$ cat src/rtl/pic_pkg.sv
/*
 * package for the pwm interrupt status and clear block:
 * register offsets, bit layout of the thirty event sources, reset values.
 * assumes a plain register port with one word per offset.
 */
package pic_pkg;
   // ****************************************
   // register map
   // ****************************************
   localparam logic [11:0] PIC_ADDR_RAW = 12'h114;
   localparam logic [11:0] PIC_ADDR_MASKED = 12'h118;
   localparam logic [11:0] PIC_ADDR_CLEAR = 12'h11C;
   localparam logic [11:0] PIC_ADDR_ENABLE = 12'h110;
   localparam int PIC_NSRC = 30;
   localparam logic [31:0] PIC_RESET_WORD = 32'h00000000;
   // ****************************************
   // bit positions, three sources per group
   // ****************************************
   localparam int PIC_BIT_STOP = 0;
   localparam int PIC_BIT_ZERO = 3;
   localparam int PIC_BIT_PERIOD = 6;
   localparam int PIC_BIT_FSTART = 9;
   localparam int PIC_BIT_FEND = 12;
   localparam int PIC_BIT_OPA = 15;
   localparam int PIC_BIT_OPB = 18;
   localparam int PIC_BIT_CYCLE = 21;
   localparam int PIC_BIT_ONESHOT = 24;
   localparam int PIC_BIT_CAP = 27;
endpackage

$ cat src/rtl/pic_irq.sv
/*
 * interrupt status and clear logic of a three-timer pwm unit.
 * assumes event inputs are one-cycle pulses from logic on CLK, and a
 * register master that never issues read and write strobes together.
 */
// The address-and-strobe port is this design's own decision.
`timescale 1ns/100ps
module pic_irq (
   // clock and reset
   input wire logic CLK,
   input wire logic SYS_RST,
   input wire logic CLK_EN,
   // event pulses, one bit per timer, operator, fault or channel
   input wire logic [2:0] TIMER_STOP_EVENT,
   input wire logic [2:0] TIMER_ZERO_EVENT,
   input wire logic [2:0] TIMER_PERIOD_EVENT,
   input wire logic [2:0] FAULT_START_EVENT,
   input wire logic [2:0] FAULT_END_EVENT,
   input wire logic [2:0] OPERATOR_A_COMPARE_EVENT,
   input wire logic [2:0] OPERATOR_B_COMPARE_EVENT,
   input wire logic [2:0] FAULT_CYCLE_LIMIT_ACTION,
   input wire logic [2:0] FAULT_ONE_SHOT_ACTION,
   input wire logic [2:0] CAPTURE_EVENT,
   // register port
   input wire logic [11:0] REG_ADDR,
   input wire logic [31:0] REG_WDATA,
   input wire logic REG_WR,
   input wire logic REG_RD,
   output logic [31:0] REG_RDATA,
   // interrupt
   output logic PWM_IRQ
);
   import pic_pkg::*;

   // ****************************************
   // state
   // ****************************************
   logic [PIC_NSRC-1:0] raw;
   logic [PIC_NSRC-1:0] enable;
   logic [31:0] rdata;
   logic irq;
   logic [PIC_NSRC-1:0] next_raw;
   logic [PIC_NSRC-1:0] next_enable;
   logic [31:0] next_rdata;
   logic next_irq;
   logic [PIC_NSRC-1:0] events;
   logic [PIC_NSRC-1:0] clr;
   logic [PIC_NSRC-1:0] masked;

   // ****************************************
   // event gathering
   // ****************************************
   always_comb begin
      events = '0;
      events[PIC_BIT_STOP +: 3] = TIMER_STOP_EVENT;
      events[PIC_BIT_ZERO +: 3] = TIMER_ZERO_EVENT;
      events[PIC_BIT_PERIOD +: 3] = TIMER_PERIOD_EVENT;
      events[PIC_BIT_FSTART +: 3] = FAULT_START_EVENT;
      events[PIC_BIT_FEND +: 3] = FAULT_END_EVENT;
      events[PIC_BIT_OPA +: 3] = OPERATOR_A_COMPARE_EVENT;
      events[PIC_BIT_OPB +: 3] = OPERATOR_B_COMPARE_EVENT;
      events[PIC_BIT_CYCLE +: 3] = FAULT_CYCLE_LIMIT_ACTION;
      events[PIC_BIT_ONESHOT +: 3] = FAULT_ONE_SHOT_ACTION;
      events[PIC_BIT_CAP +: 3] = CAPTURE_EVENT;
   end

   // ****************************************
   // set checks
   // ****************************************
   // stop event sets
   a_stop_set: assert property (@(posedge CLK) disable iff (SYS_RST)
      CLK_EN && TIMER_STOP_EVENT[2]
      |=> raw[PIC_BIT_STOP+2])
      else $error("timer stop event lost");
   a_event_sets_bit: assert property (@(posedge CLK) disable iff (SYS_RST)
      CLK_EN && TIMER_ZERO_EVENT[1]
      |=> raw[PIC_BIT_ZERO+1])
      else $error("timer zero event lost");
   a_period_set: assert property (@(posedge CLK) disable iff (SYS_RST)
      CLK_EN && TIMER_PERIOD_EVENT[0]
      |=> raw[PIC_BIT_PERIOD])
      else $error("timer period event lost");
   a_fault_start_set: assert property (@(posedge CLK) disable iff (SYS_RST)
      CLK_EN && FAULT_START_EVENT[0]
      |=> raw[PIC_BIT_FSTART])
      else $error("fault start lost");
   a_fault_end_set: assert property (@(posedge CLK) disable iff (SYS_RST)
      CLK_EN && FAULT_END_EVENT[2]
      |=> raw[PIC_BIT_FEND+2])
      else $error("fault end lost");
   a_opa_set: assert property (@(posedge CLK) disable iff (SYS_RST)
      CLK_EN && OPERATOR_A_COMPARE_EVENT[1]
      |=> raw[PIC_BIT_OPA+1])
      else $error("operator A event lost");
   a_opb_set: assert property (@(posedge CLK) disable iff (SYS_RST)
      CLK_EN && OPERATOR_B_COMPARE_EVENT[2]
      |=> raw[PIC_BIT_OPB+2])
      else $error("operator B event lost");
   a_cycle_set: assert property (@(posedge CLK) disable iff (SYS_RST)
      CLK_EN && FAULT_CYCLE_LIMIT_ACTION[0]
      |=> raw[PIC_BIT_CYCLE])
      else $error("cycle-limit action lost");
   a_oneshot_set: assert property (@(posedge CLK) disable iff (SYS_RST)
      CLK_EN && FAULT_ONE_SHOT_ACTION[1]
      |=> raw[PIC_BIT_ONESHOT+1])
      else $error("one-shot action lost");
   a_capture_set: assert property (@(posedge CLK) disable iff (SYS_RST)
      CLK_EN && CAPTURE_EVENT[0]
      |=> raw[PIC_BIT_CAP])
      else $error("capture event lost");

   // clear word acts only on a write to its offset
   assign clr = (REG_WR && REG_ADDR == PIC_ADDR_CLEAR) ? REG_WDATA[PIC_NSRC-1:0] : '0;
   assign masked = raw & enable;

   // ****************************************
   // clear checks
   // ****************************************
   // stop bit clears
   a_clear_drops_bit: assert property (@(posedge CLK) disable iff (SYS_RST)
      CLK_EN && clr[PIC_BIT_STOP] && !events[PIC_BIT_STOP]
      |=> !raw[PIC_BIT_STOP])
      else $error("stop bit not cleared");
   a_zero_clear: assert property (@(posedge CLK) disable iff (SYS_RST)
      CLK_EN && clr[PIC_BIT_ZERO+2] && !events[PIC_BIT_ZERO+2]
      |=> !raw[PIC_BIT_ZERO+2])
      else $error("zero bit not cleared");
   a_period_clear: assert property (@(posedge CLK) disable iff (SYS_RST)
      CLK_EN && clr[PIC_BIT_PERIOD+1] && !events[PIC_BIT_PERIOD+1]
      |=> !raw[PIC_BIT_PERIOD+1])
      else $error("period bit not cleared");
   a_fstart_clear: assert property (@(posedge CLK) disable iff (SYS_RST)
      CLK_EN && clr[PIC_BIT_FSTART+2] && !events[PIC_BIT_FSTART+2]
      |=> !raw[PIC_BIT_FSTART+2])
      else $error("fault start bit not cleared");
   a_fend_clear: assert property (@(posedge CLK) disable iff (SYS_RST)
      CLK_EN && clr[PIC_BIT_FEND+1] && !events[PIC_BIT_FEND+1]
      |=> !raw[PIC_BIT_FEND+1])
      else $error("fault end bit not cleared");
   a_clear_wins_not: assert property (@(posedge CLK) disable iff (SYS_RST)
      CLK_EN && clr[PIC_BIT_FEND] && events[PIC_BIT_FEND]
      |=> raw[PIC_BIT_FEND])
      else $error("fault end lost under clear");
   a_clear_isolated: assert property (@(posedge CLK) disable iff (SYS_RST)
      CLK_EN && raw[PIC_BIT_OPA] && !clr[PIC_BIT_OPA]
      |=> raw[PIC_BIT_OPA])
      else $error("operator A bit dropped");
   a_opb_clear: assert property (@(posedge CLK) disable iff (SYS_RST)
      CLK_EN && clr[PIC_BIT_OPB] && !events[PIC_BIT_OPB]
      |=> !raw[PIC_BIT_OPB])
      else $error("operator B bit not cleared");
   a_cycle_clear: assert property (@(posedge CLK) disable iff (SYS_RST)
      CLK_EN && clr[PIC_BIT_CYCLE+2] && !events[PIC_BIT_CYCLE+2]
      |=> !raw[PIC_BIT_CYCLE+2])
      else $error("cycle-limit bit not cleared");
   a_oneshot_clear: assert property (@(posedge CLK) disable iff (SYS_RST)
      CLK_EN && clr[PIC_BIT_ONESHOT] && !events[PIC_BIT_ONESHOT]
      |=> !raw[PIC_BIT_ONESHOT])
      else $error("one-shot bit not cleared");
   a_capture_clear: assert property (@(posedge CLK) disable iff (SYS_RST)
      CLK_EN && clr[PIC_BIT_CAP+2] && !events[PIC_BIT_CAP+2]
      |=> !raw[PIC_BIT_CAP+2])
      else $error("capture bit not cleared");

   // ****************************************
   // next state
   // ****************************************
   always_comb begin
      // per-bit clear; a new event wins over its clear
      next_raw = (raw & ~clr) | events;
      next_enable = enable;
      if (REG_WR && REG_ADDR == PIC_ADDR_ENABLE) begin
         next_enable = REG_WDATA[PIC_NSRC-1:0];
      end
      next_rdata = PIC_RESET_WORD;
      if (REG_RD) begin
         case (REG_ADDR)
            PIC_ADDR_ENABLE: next_rdata = {2'h0, enable};
            PIC_ADDR_RAW: next_rdata = {2'h0, raw};
            PIC_ADDR_MASKED: next_rdata = {2'h0, masked};
            // clear word is write-only and reads as zero
            default: next_rdata = PIC_RESET_WORD;
         endcase
      end
      // irq from the next masked word so it tracks status
      next_irq = |(next_raw & next_enable);
   end

   // ****************************************
   // register port checks
   // ****************************************
   // masked status readback
   a_masked_read: assert property (@(posedge CLK) disable iff (SYS_RST)
      CLK_EN && REG_RD && REG_ADDR == PIC_ADDR_MASKED
      |=> REG_RDATA == {2'h0, $past(masked)})
      else $error("masked read wrong");
   a_raw_read: assert property (@(posedge CLK) disable iff (SYS_RST)
      CLK_EN && REG_RD && REG_ADDR == PIC_ADDR_RAW
      |=> REG_RDATA == {2'h0, $past(raw)})
      else $error("raw read wrong");
   a_enable_read: assert property (@(posedge CLK) disable iff (SYS_RST)
      CLK_EN && REG_RD && REG_ADDR == PIC_ADDR_ENABLE
      |=> REG_RDATA == {2'h0, $past(enable)})
      else $error("enable read wrong");
   a_rdata_one_cycle: assert property (@(posedge CLK) disable iff (SYS_RST)
      CLK_EN && !REG_RD
      |=> REG_RDATA == 32'h00000000)
      else $error("read data outside its cycle");
   a_clear_reads_zero: assert property (@(posedge CLK) disable iff (SYS_RST)
      CLK_EN && REG_RD && REG_ADDR == PIC_ADDR_CLEAR
      |=> REG_RDATA == 32'h00000000)
      else $error("clear word read nonzero");
   a_clear_keeps_enable: assert property (@(posedge CLK) disable iff (SYS_RST)
      CLK_EN && REG_WR && REG_ADDR == PIC_ADDR_CLEAR
      |=> enable == $past(enable))
      else $error("clear write moved enable");
   a_enable_write: assert property (@(posedge CLK) disable iff (SYS_RST)
      CLK_EN && REG_WR && REG_ADDR == PIC_ADDR_ENABLE
      |=> enable == $past(REG_WDATA[PIC_NSRC-1:0]))
      else $error("enable write lost");
   a_status_ro: assert property (@(posedge CLK) disable iff (SYS_RST)
      CLK_EN && REG_WR && events == '0
      && (REG_ADDR == PIC_ADDR_MASKED || REG_ADDR == PIC_ADDR_RAW)
      |=> raw == $past(raw) && enable == $past(enable))
      else $error("status word took a write");

   always_ff @(posedge CLK) begin
      if (SYS_RST) begin
         raw <= '0;
         enable <= '0;
         rdata <= PIC_RESET_WORD;
         irq <= 1'h0;
      end else if (CLK_EN) begin
         raw <= next_raw;
         enable <= next_enable;
         rdata <= next_rdata;
         irq <= next_irq;
      end
   end

   assign REG_RDATA = rdata;
   assign PWM_IRQ = irq;

   // ****************************************
   // interrupt checks
   // ****************************************
   // irq is or
   a_irq_tracks_masked: assert property (@(posedge CLK) disable iff (SYS_RST)
      PWM_IRQ
      == |(raw & enable))
      else $error("irq differs from masked or");
   a_irq_on_event: assert property (@(posedge CLK) disable iff (SYS_RST)
      CLK_EN && |(events & enable) && !(REG_WR && REG_ADDR == PIC_ADDR_ENABLE)
      |=> PWM_IRQ)
      else $error("enabled event gave no irq");
   a_freeze_hold: assert property (@(posedge CLK) disable iff (SYS_RST)
      !CLK_EN
      |=> $stable(raw) && $stable(enable) && $stable(REG_RDATA) && $stable(PWM_IRQ))
      else $error("state moved while clock enable low");
endmodule // pic_irq

$ cat config.mk
export PLATFORM = sky130hd
export DESIGN_NAME = pic_irq
export DESIGN_NICKNAME = d
export VERILOG_FILES = /design/src/rtl/pic_pkg.sv /design/src/rtl/pic_irq.sv
export SDC_FILE = /design/constraint.sdc
export NUM_CORES = 1
export LEC_CHECK = 0
export BUFFER_PORTS_ARGS = -buffer_cell sky130_fd_sc_hd__buf_2
export CAP_MARGIN = 10
export CELL_PAD_IN_SITES_DETAIL_PLACEMENT = 1
export CELL_PAD_IN_SITES_GLOBAL_PLACEMENT = 2
export CORE_MARGIN = 4
export CORE_UTILIZATION = 30
export DETAILED_ROUTE_END_ITERATION = 12
export HOLD_SLACK_MARGIN = 0.12
export PLACE_DENSITY_LB_ADDON = 0.1
export SKIP_CTS_REPAIR_TIMING = 1
export SYNTH_ARGS = -nofsm -noshare
export SYNTH_HDL_FRONTEND = slang
export SYNTH_SLANG_ARGS = --single-unit
$ cat constraint.sdc
create_clock -name CLK -period 2.45 [get_ports CLK]
set_input_delay 0.245 -clock CLK [delete_from_list [all_inputs] [get_ports CLK]]
set_output_delay 0.245 -clock CLK [all_outputs]
set_load 0.01 [all_outputs]
==> metrics.cfg <==
[run_status]
run_status = complete, no violations

[clock_tree]
cts-root-buf = clkbuf_16
cts_max_level = 3
clkTransAtPathRegs_ns = 0.07
cts_buffers = 9
clock_path_buffers = 2
clock_sinks = 91
cts_tree = done
clk_latency_ns = 0.35

[place]
gp_congestion = 0.827
port_buffers = 107
place_area_mm2 = 0.00553
preCtsSetupSlack_ns = -0.228
dp_hpwl_mm = 13.0

[drt]
drt-total-wl_mm = 18.5
ant_nets = 0
firstDrtPassIters = 5
drt_iter0_drc = 248
m1WireLength_mm = 8.95
routed-wl-met2_mm = 8.56
num_vias = 4923
wl_met3_um = 760
highest_layer = met4
vias_per_cell = 5.56
drc = 0
wl_per_cell_um = 20.8

[run]
cap_viol_max_count = 0

[worst_setup_path]
required_ns = 2.67
crit_fanout = 10
cpMostUsedCell = buf_4
cp_slowest_cell = or4_1
cp.arrival_ns = 2.44
max_stage_delay_ns = 0.54
end_kind = register
path_class = in2reg
startpoint_type = input pin
crit_chain = buf_2 -> nor4b_4 -> buf_4 -> nand4_2 -> buf_4 -> o22ai_1 -> a211oi_1 -> or4_1 -> nor4_2 -> a41oi_1

[grt]
grt.overflow.total = 0
track_usage_pct = 21.0
grt_pass1_vias = 5077
grt_pass1_wl_mm = 28.7
grt_max_degree = 33
antenna_found_initial = 0

[synthesis]
synth_cells = 587
syn_area_mm2 = 0.00460
ys_seq_elements = 91
synth_cell_types = 37
synth_seq_area_share_pct = 39.6
synth_warnings = 0
syn_area_per_cell_um2 = 7.83

[floorplanning]
start_util_pct = 31.2
pin_count = 112
row_count = 44
die_h_um = 132
design.core.area_mm2 = 0.0148
dieArea_mm2 = 0.0174
die_x_um = 132

[timing]
slew_viol_final = 0
fin_ws_ns = 0.233
fmax_mhz = 451
maxSlewHeadroom_pct = 64.3
tightest_slew_ns = 0.532
hold_viol = 0
fin_skew_ns = 0.00392
period_minus_slack_ns = 2.22
setup_viol = 0
rsz0062_at_grt = no
period_share_pct = 90.5

[power]
leakage_nw = 2.30
ir_drop_v = 0.000385
p_per_area_mw_per_mm2 = 586

[cells_and_area]
antennaDiodeCount = 0
multi_input_area_mm2 = 0.00250
nets = 777
syn_to_final_growth_pct = 27.0
regArea_mm2 = 0.00182
nFillCells = 1821
drive_above_1_share_pct = 24.1
final_util_pct = 39.6
fin_area_mm2 = 0.00584

[worst_hold_path]
hold_path_class = in2reg

cells in the final DEF, fill, tap and decap left out, types with 2 or more instances in the layout:
cell type | Yosys | routed
clkbuf_16 | 0 | 9
a21oi_1 | 30 | 30
o32ai_1 | 13 | 13
bufinv_16 | 0 | 2
a22oi_1 | 60 | 60
a32o_1 | 14 | 14
a211oi_1 | 9 | 8
a211o_1 | 5 | 5
dfxtp_1 | 91 | 91
or3_1 | 3 | 3
nor4_1 | 4 | 3
nand4_2 | 2 | 2
clkbuf_1 | 39 | 3
o21ai_0 | 21 | 21
o22ai_1 | 31 | 31
buf_2 | 4 | 107
inv_1 | 28 | 28
nand2b_1 | 16 | 16
buf_4 | 2 | 37
a22o_1 | 16 | 16
nand2_1 | 92 | 92
buf_12 | 0 | 3
nor2_1 | 71 | 70
nor3b_1 | 15 | 15
or4_1 | 2 | 2
nor4b_4 | 2 | 2
a21o_1 | 3 | 3
conb_1 | 1 | 2
synthesized netlist by cell type, drive strengths merged:
master   n  share of area, %
or4      2              0.33
a22o    16               3.0
conb     1             0.082
o21ai   21               2.3
nor4b    2               1.0
nand3    1              0.11
inv     28               2.3
nand2   92               7.5
clkinv   1             0.082
or3      3              0.41
a21oi   30               3.3
nor3     1              0.11
nor3b   16               2.7
mux2i    1              0.22
o32ai   14               2.8
nand2b  16               2.2
a21o     3              0.49
a32o    14               3.0
a41oi    1              0.19
o22ai   31               4.2
nand4    2              0.54
a211oi   9               1.5
dfxtp   91                40
o21bai   1              0.16
nor4     4              0.54
nor2    71               5.8
clkbuf  39               3.2
and3     1              0.14
a22oi   60               9.8
a211o    5              0.95
and4     1              0.19
buf      9               1.2
worst max-delay path, delay by kind of cell:
kind                   cells  cell delay, ns
AOI/OAI and AO/OA          3            0.35
buffers and inverters      3            0.55
and+or+nand+nor            4            1.28
state kept, by name (all words and copies together), names as in the netlist:
name       count
enable        30
REG_RDATA     30
PWM_IRQ        1
raw           30
layout make-up:
cell class | instances | share of cell area (%)
inverter | 29 | 1.86
clock inverter | 2 | 1.03
multi-input combinational | 420 | 42.8
timing repair buffer | 147 | 14.9
clock buffer | 13 | 4.28
tap | 184 | 3.94
sequential | 91 | 31.2
report_power, final:
part | leakage, nW | switching (W) | internal [W]
Clock | 0.150 | 0.000608 | 0.000919
Combinational | 1.41 | 0.000207 | 0.000141
Sequential | 0.740 | 0.0000340 | 0.00151
per-layer routing:
layer | vias to the layer above | global-route usage (%)
li1 | 2351 | -
met1 | 2462 | 28.4
met2 | 99 | 33.7
met3 | 11 | 4.12
met4 | 0 | 6.88
met5 | - | 0
stage by stage:
| stage | hold WS (ns) | power (W) | instances | TNS, ns |
|---|---|---|---|---|
| after CTS | 0.153 | 0.00345 | 886 | 0 |
| after global placement | 0.452 | 0.00192 | 871 | -0.150 |
| after floorplan | 0.385 | 0.00174 | 588 | 0 |
| after global routing | 0.163 | 0.00356 | 886 | 0 |
| after detailed placement | 0.469 | 0.00193 | 871 | -0.228 |
| final | 0.168 | 0.00342 | 886 | 0 |
final timing paths:
check | startpoint | end | slack [ns] | depth (start not counted)
setup / recovery | REG_ADDR[9] | PWM_IRQ$_SDFFE_PP0P_ | 0.23 | 10
hold / removal | REG_WDATA[10] | enable[10]$_SDFFE_PP0P_ | 0.17 | 3
setup reg to reg | raw[21]$_SDFFE_PP0P_ | PWM_IRQ$_SDFFE_PP0P_ | 0.73 | 5
hold reg to reg | enable[14]$_SDFFE_PP0P_ | enable[14]$_SDFFE_PP0P_ | 0.47 | 2
logic make-up (layout without fill, tap and decap cells):
logic type / count (synthesis) / count (layout) / share of synthesized area (%)
other: 1 / 2 / 0.0816
multiplexers: 1 / 1 / 0.218
AO/OA/AOI/OAI: 205 / 205 / 31.8
buffers and inverters: 77 / 191 / 6.72
flip-flops: 91 / 91 / 39.6
AND/OR/NAND/NOR: 212 / 212 / 21.6
Note: power is estimated with default switching activity, not from simulation.
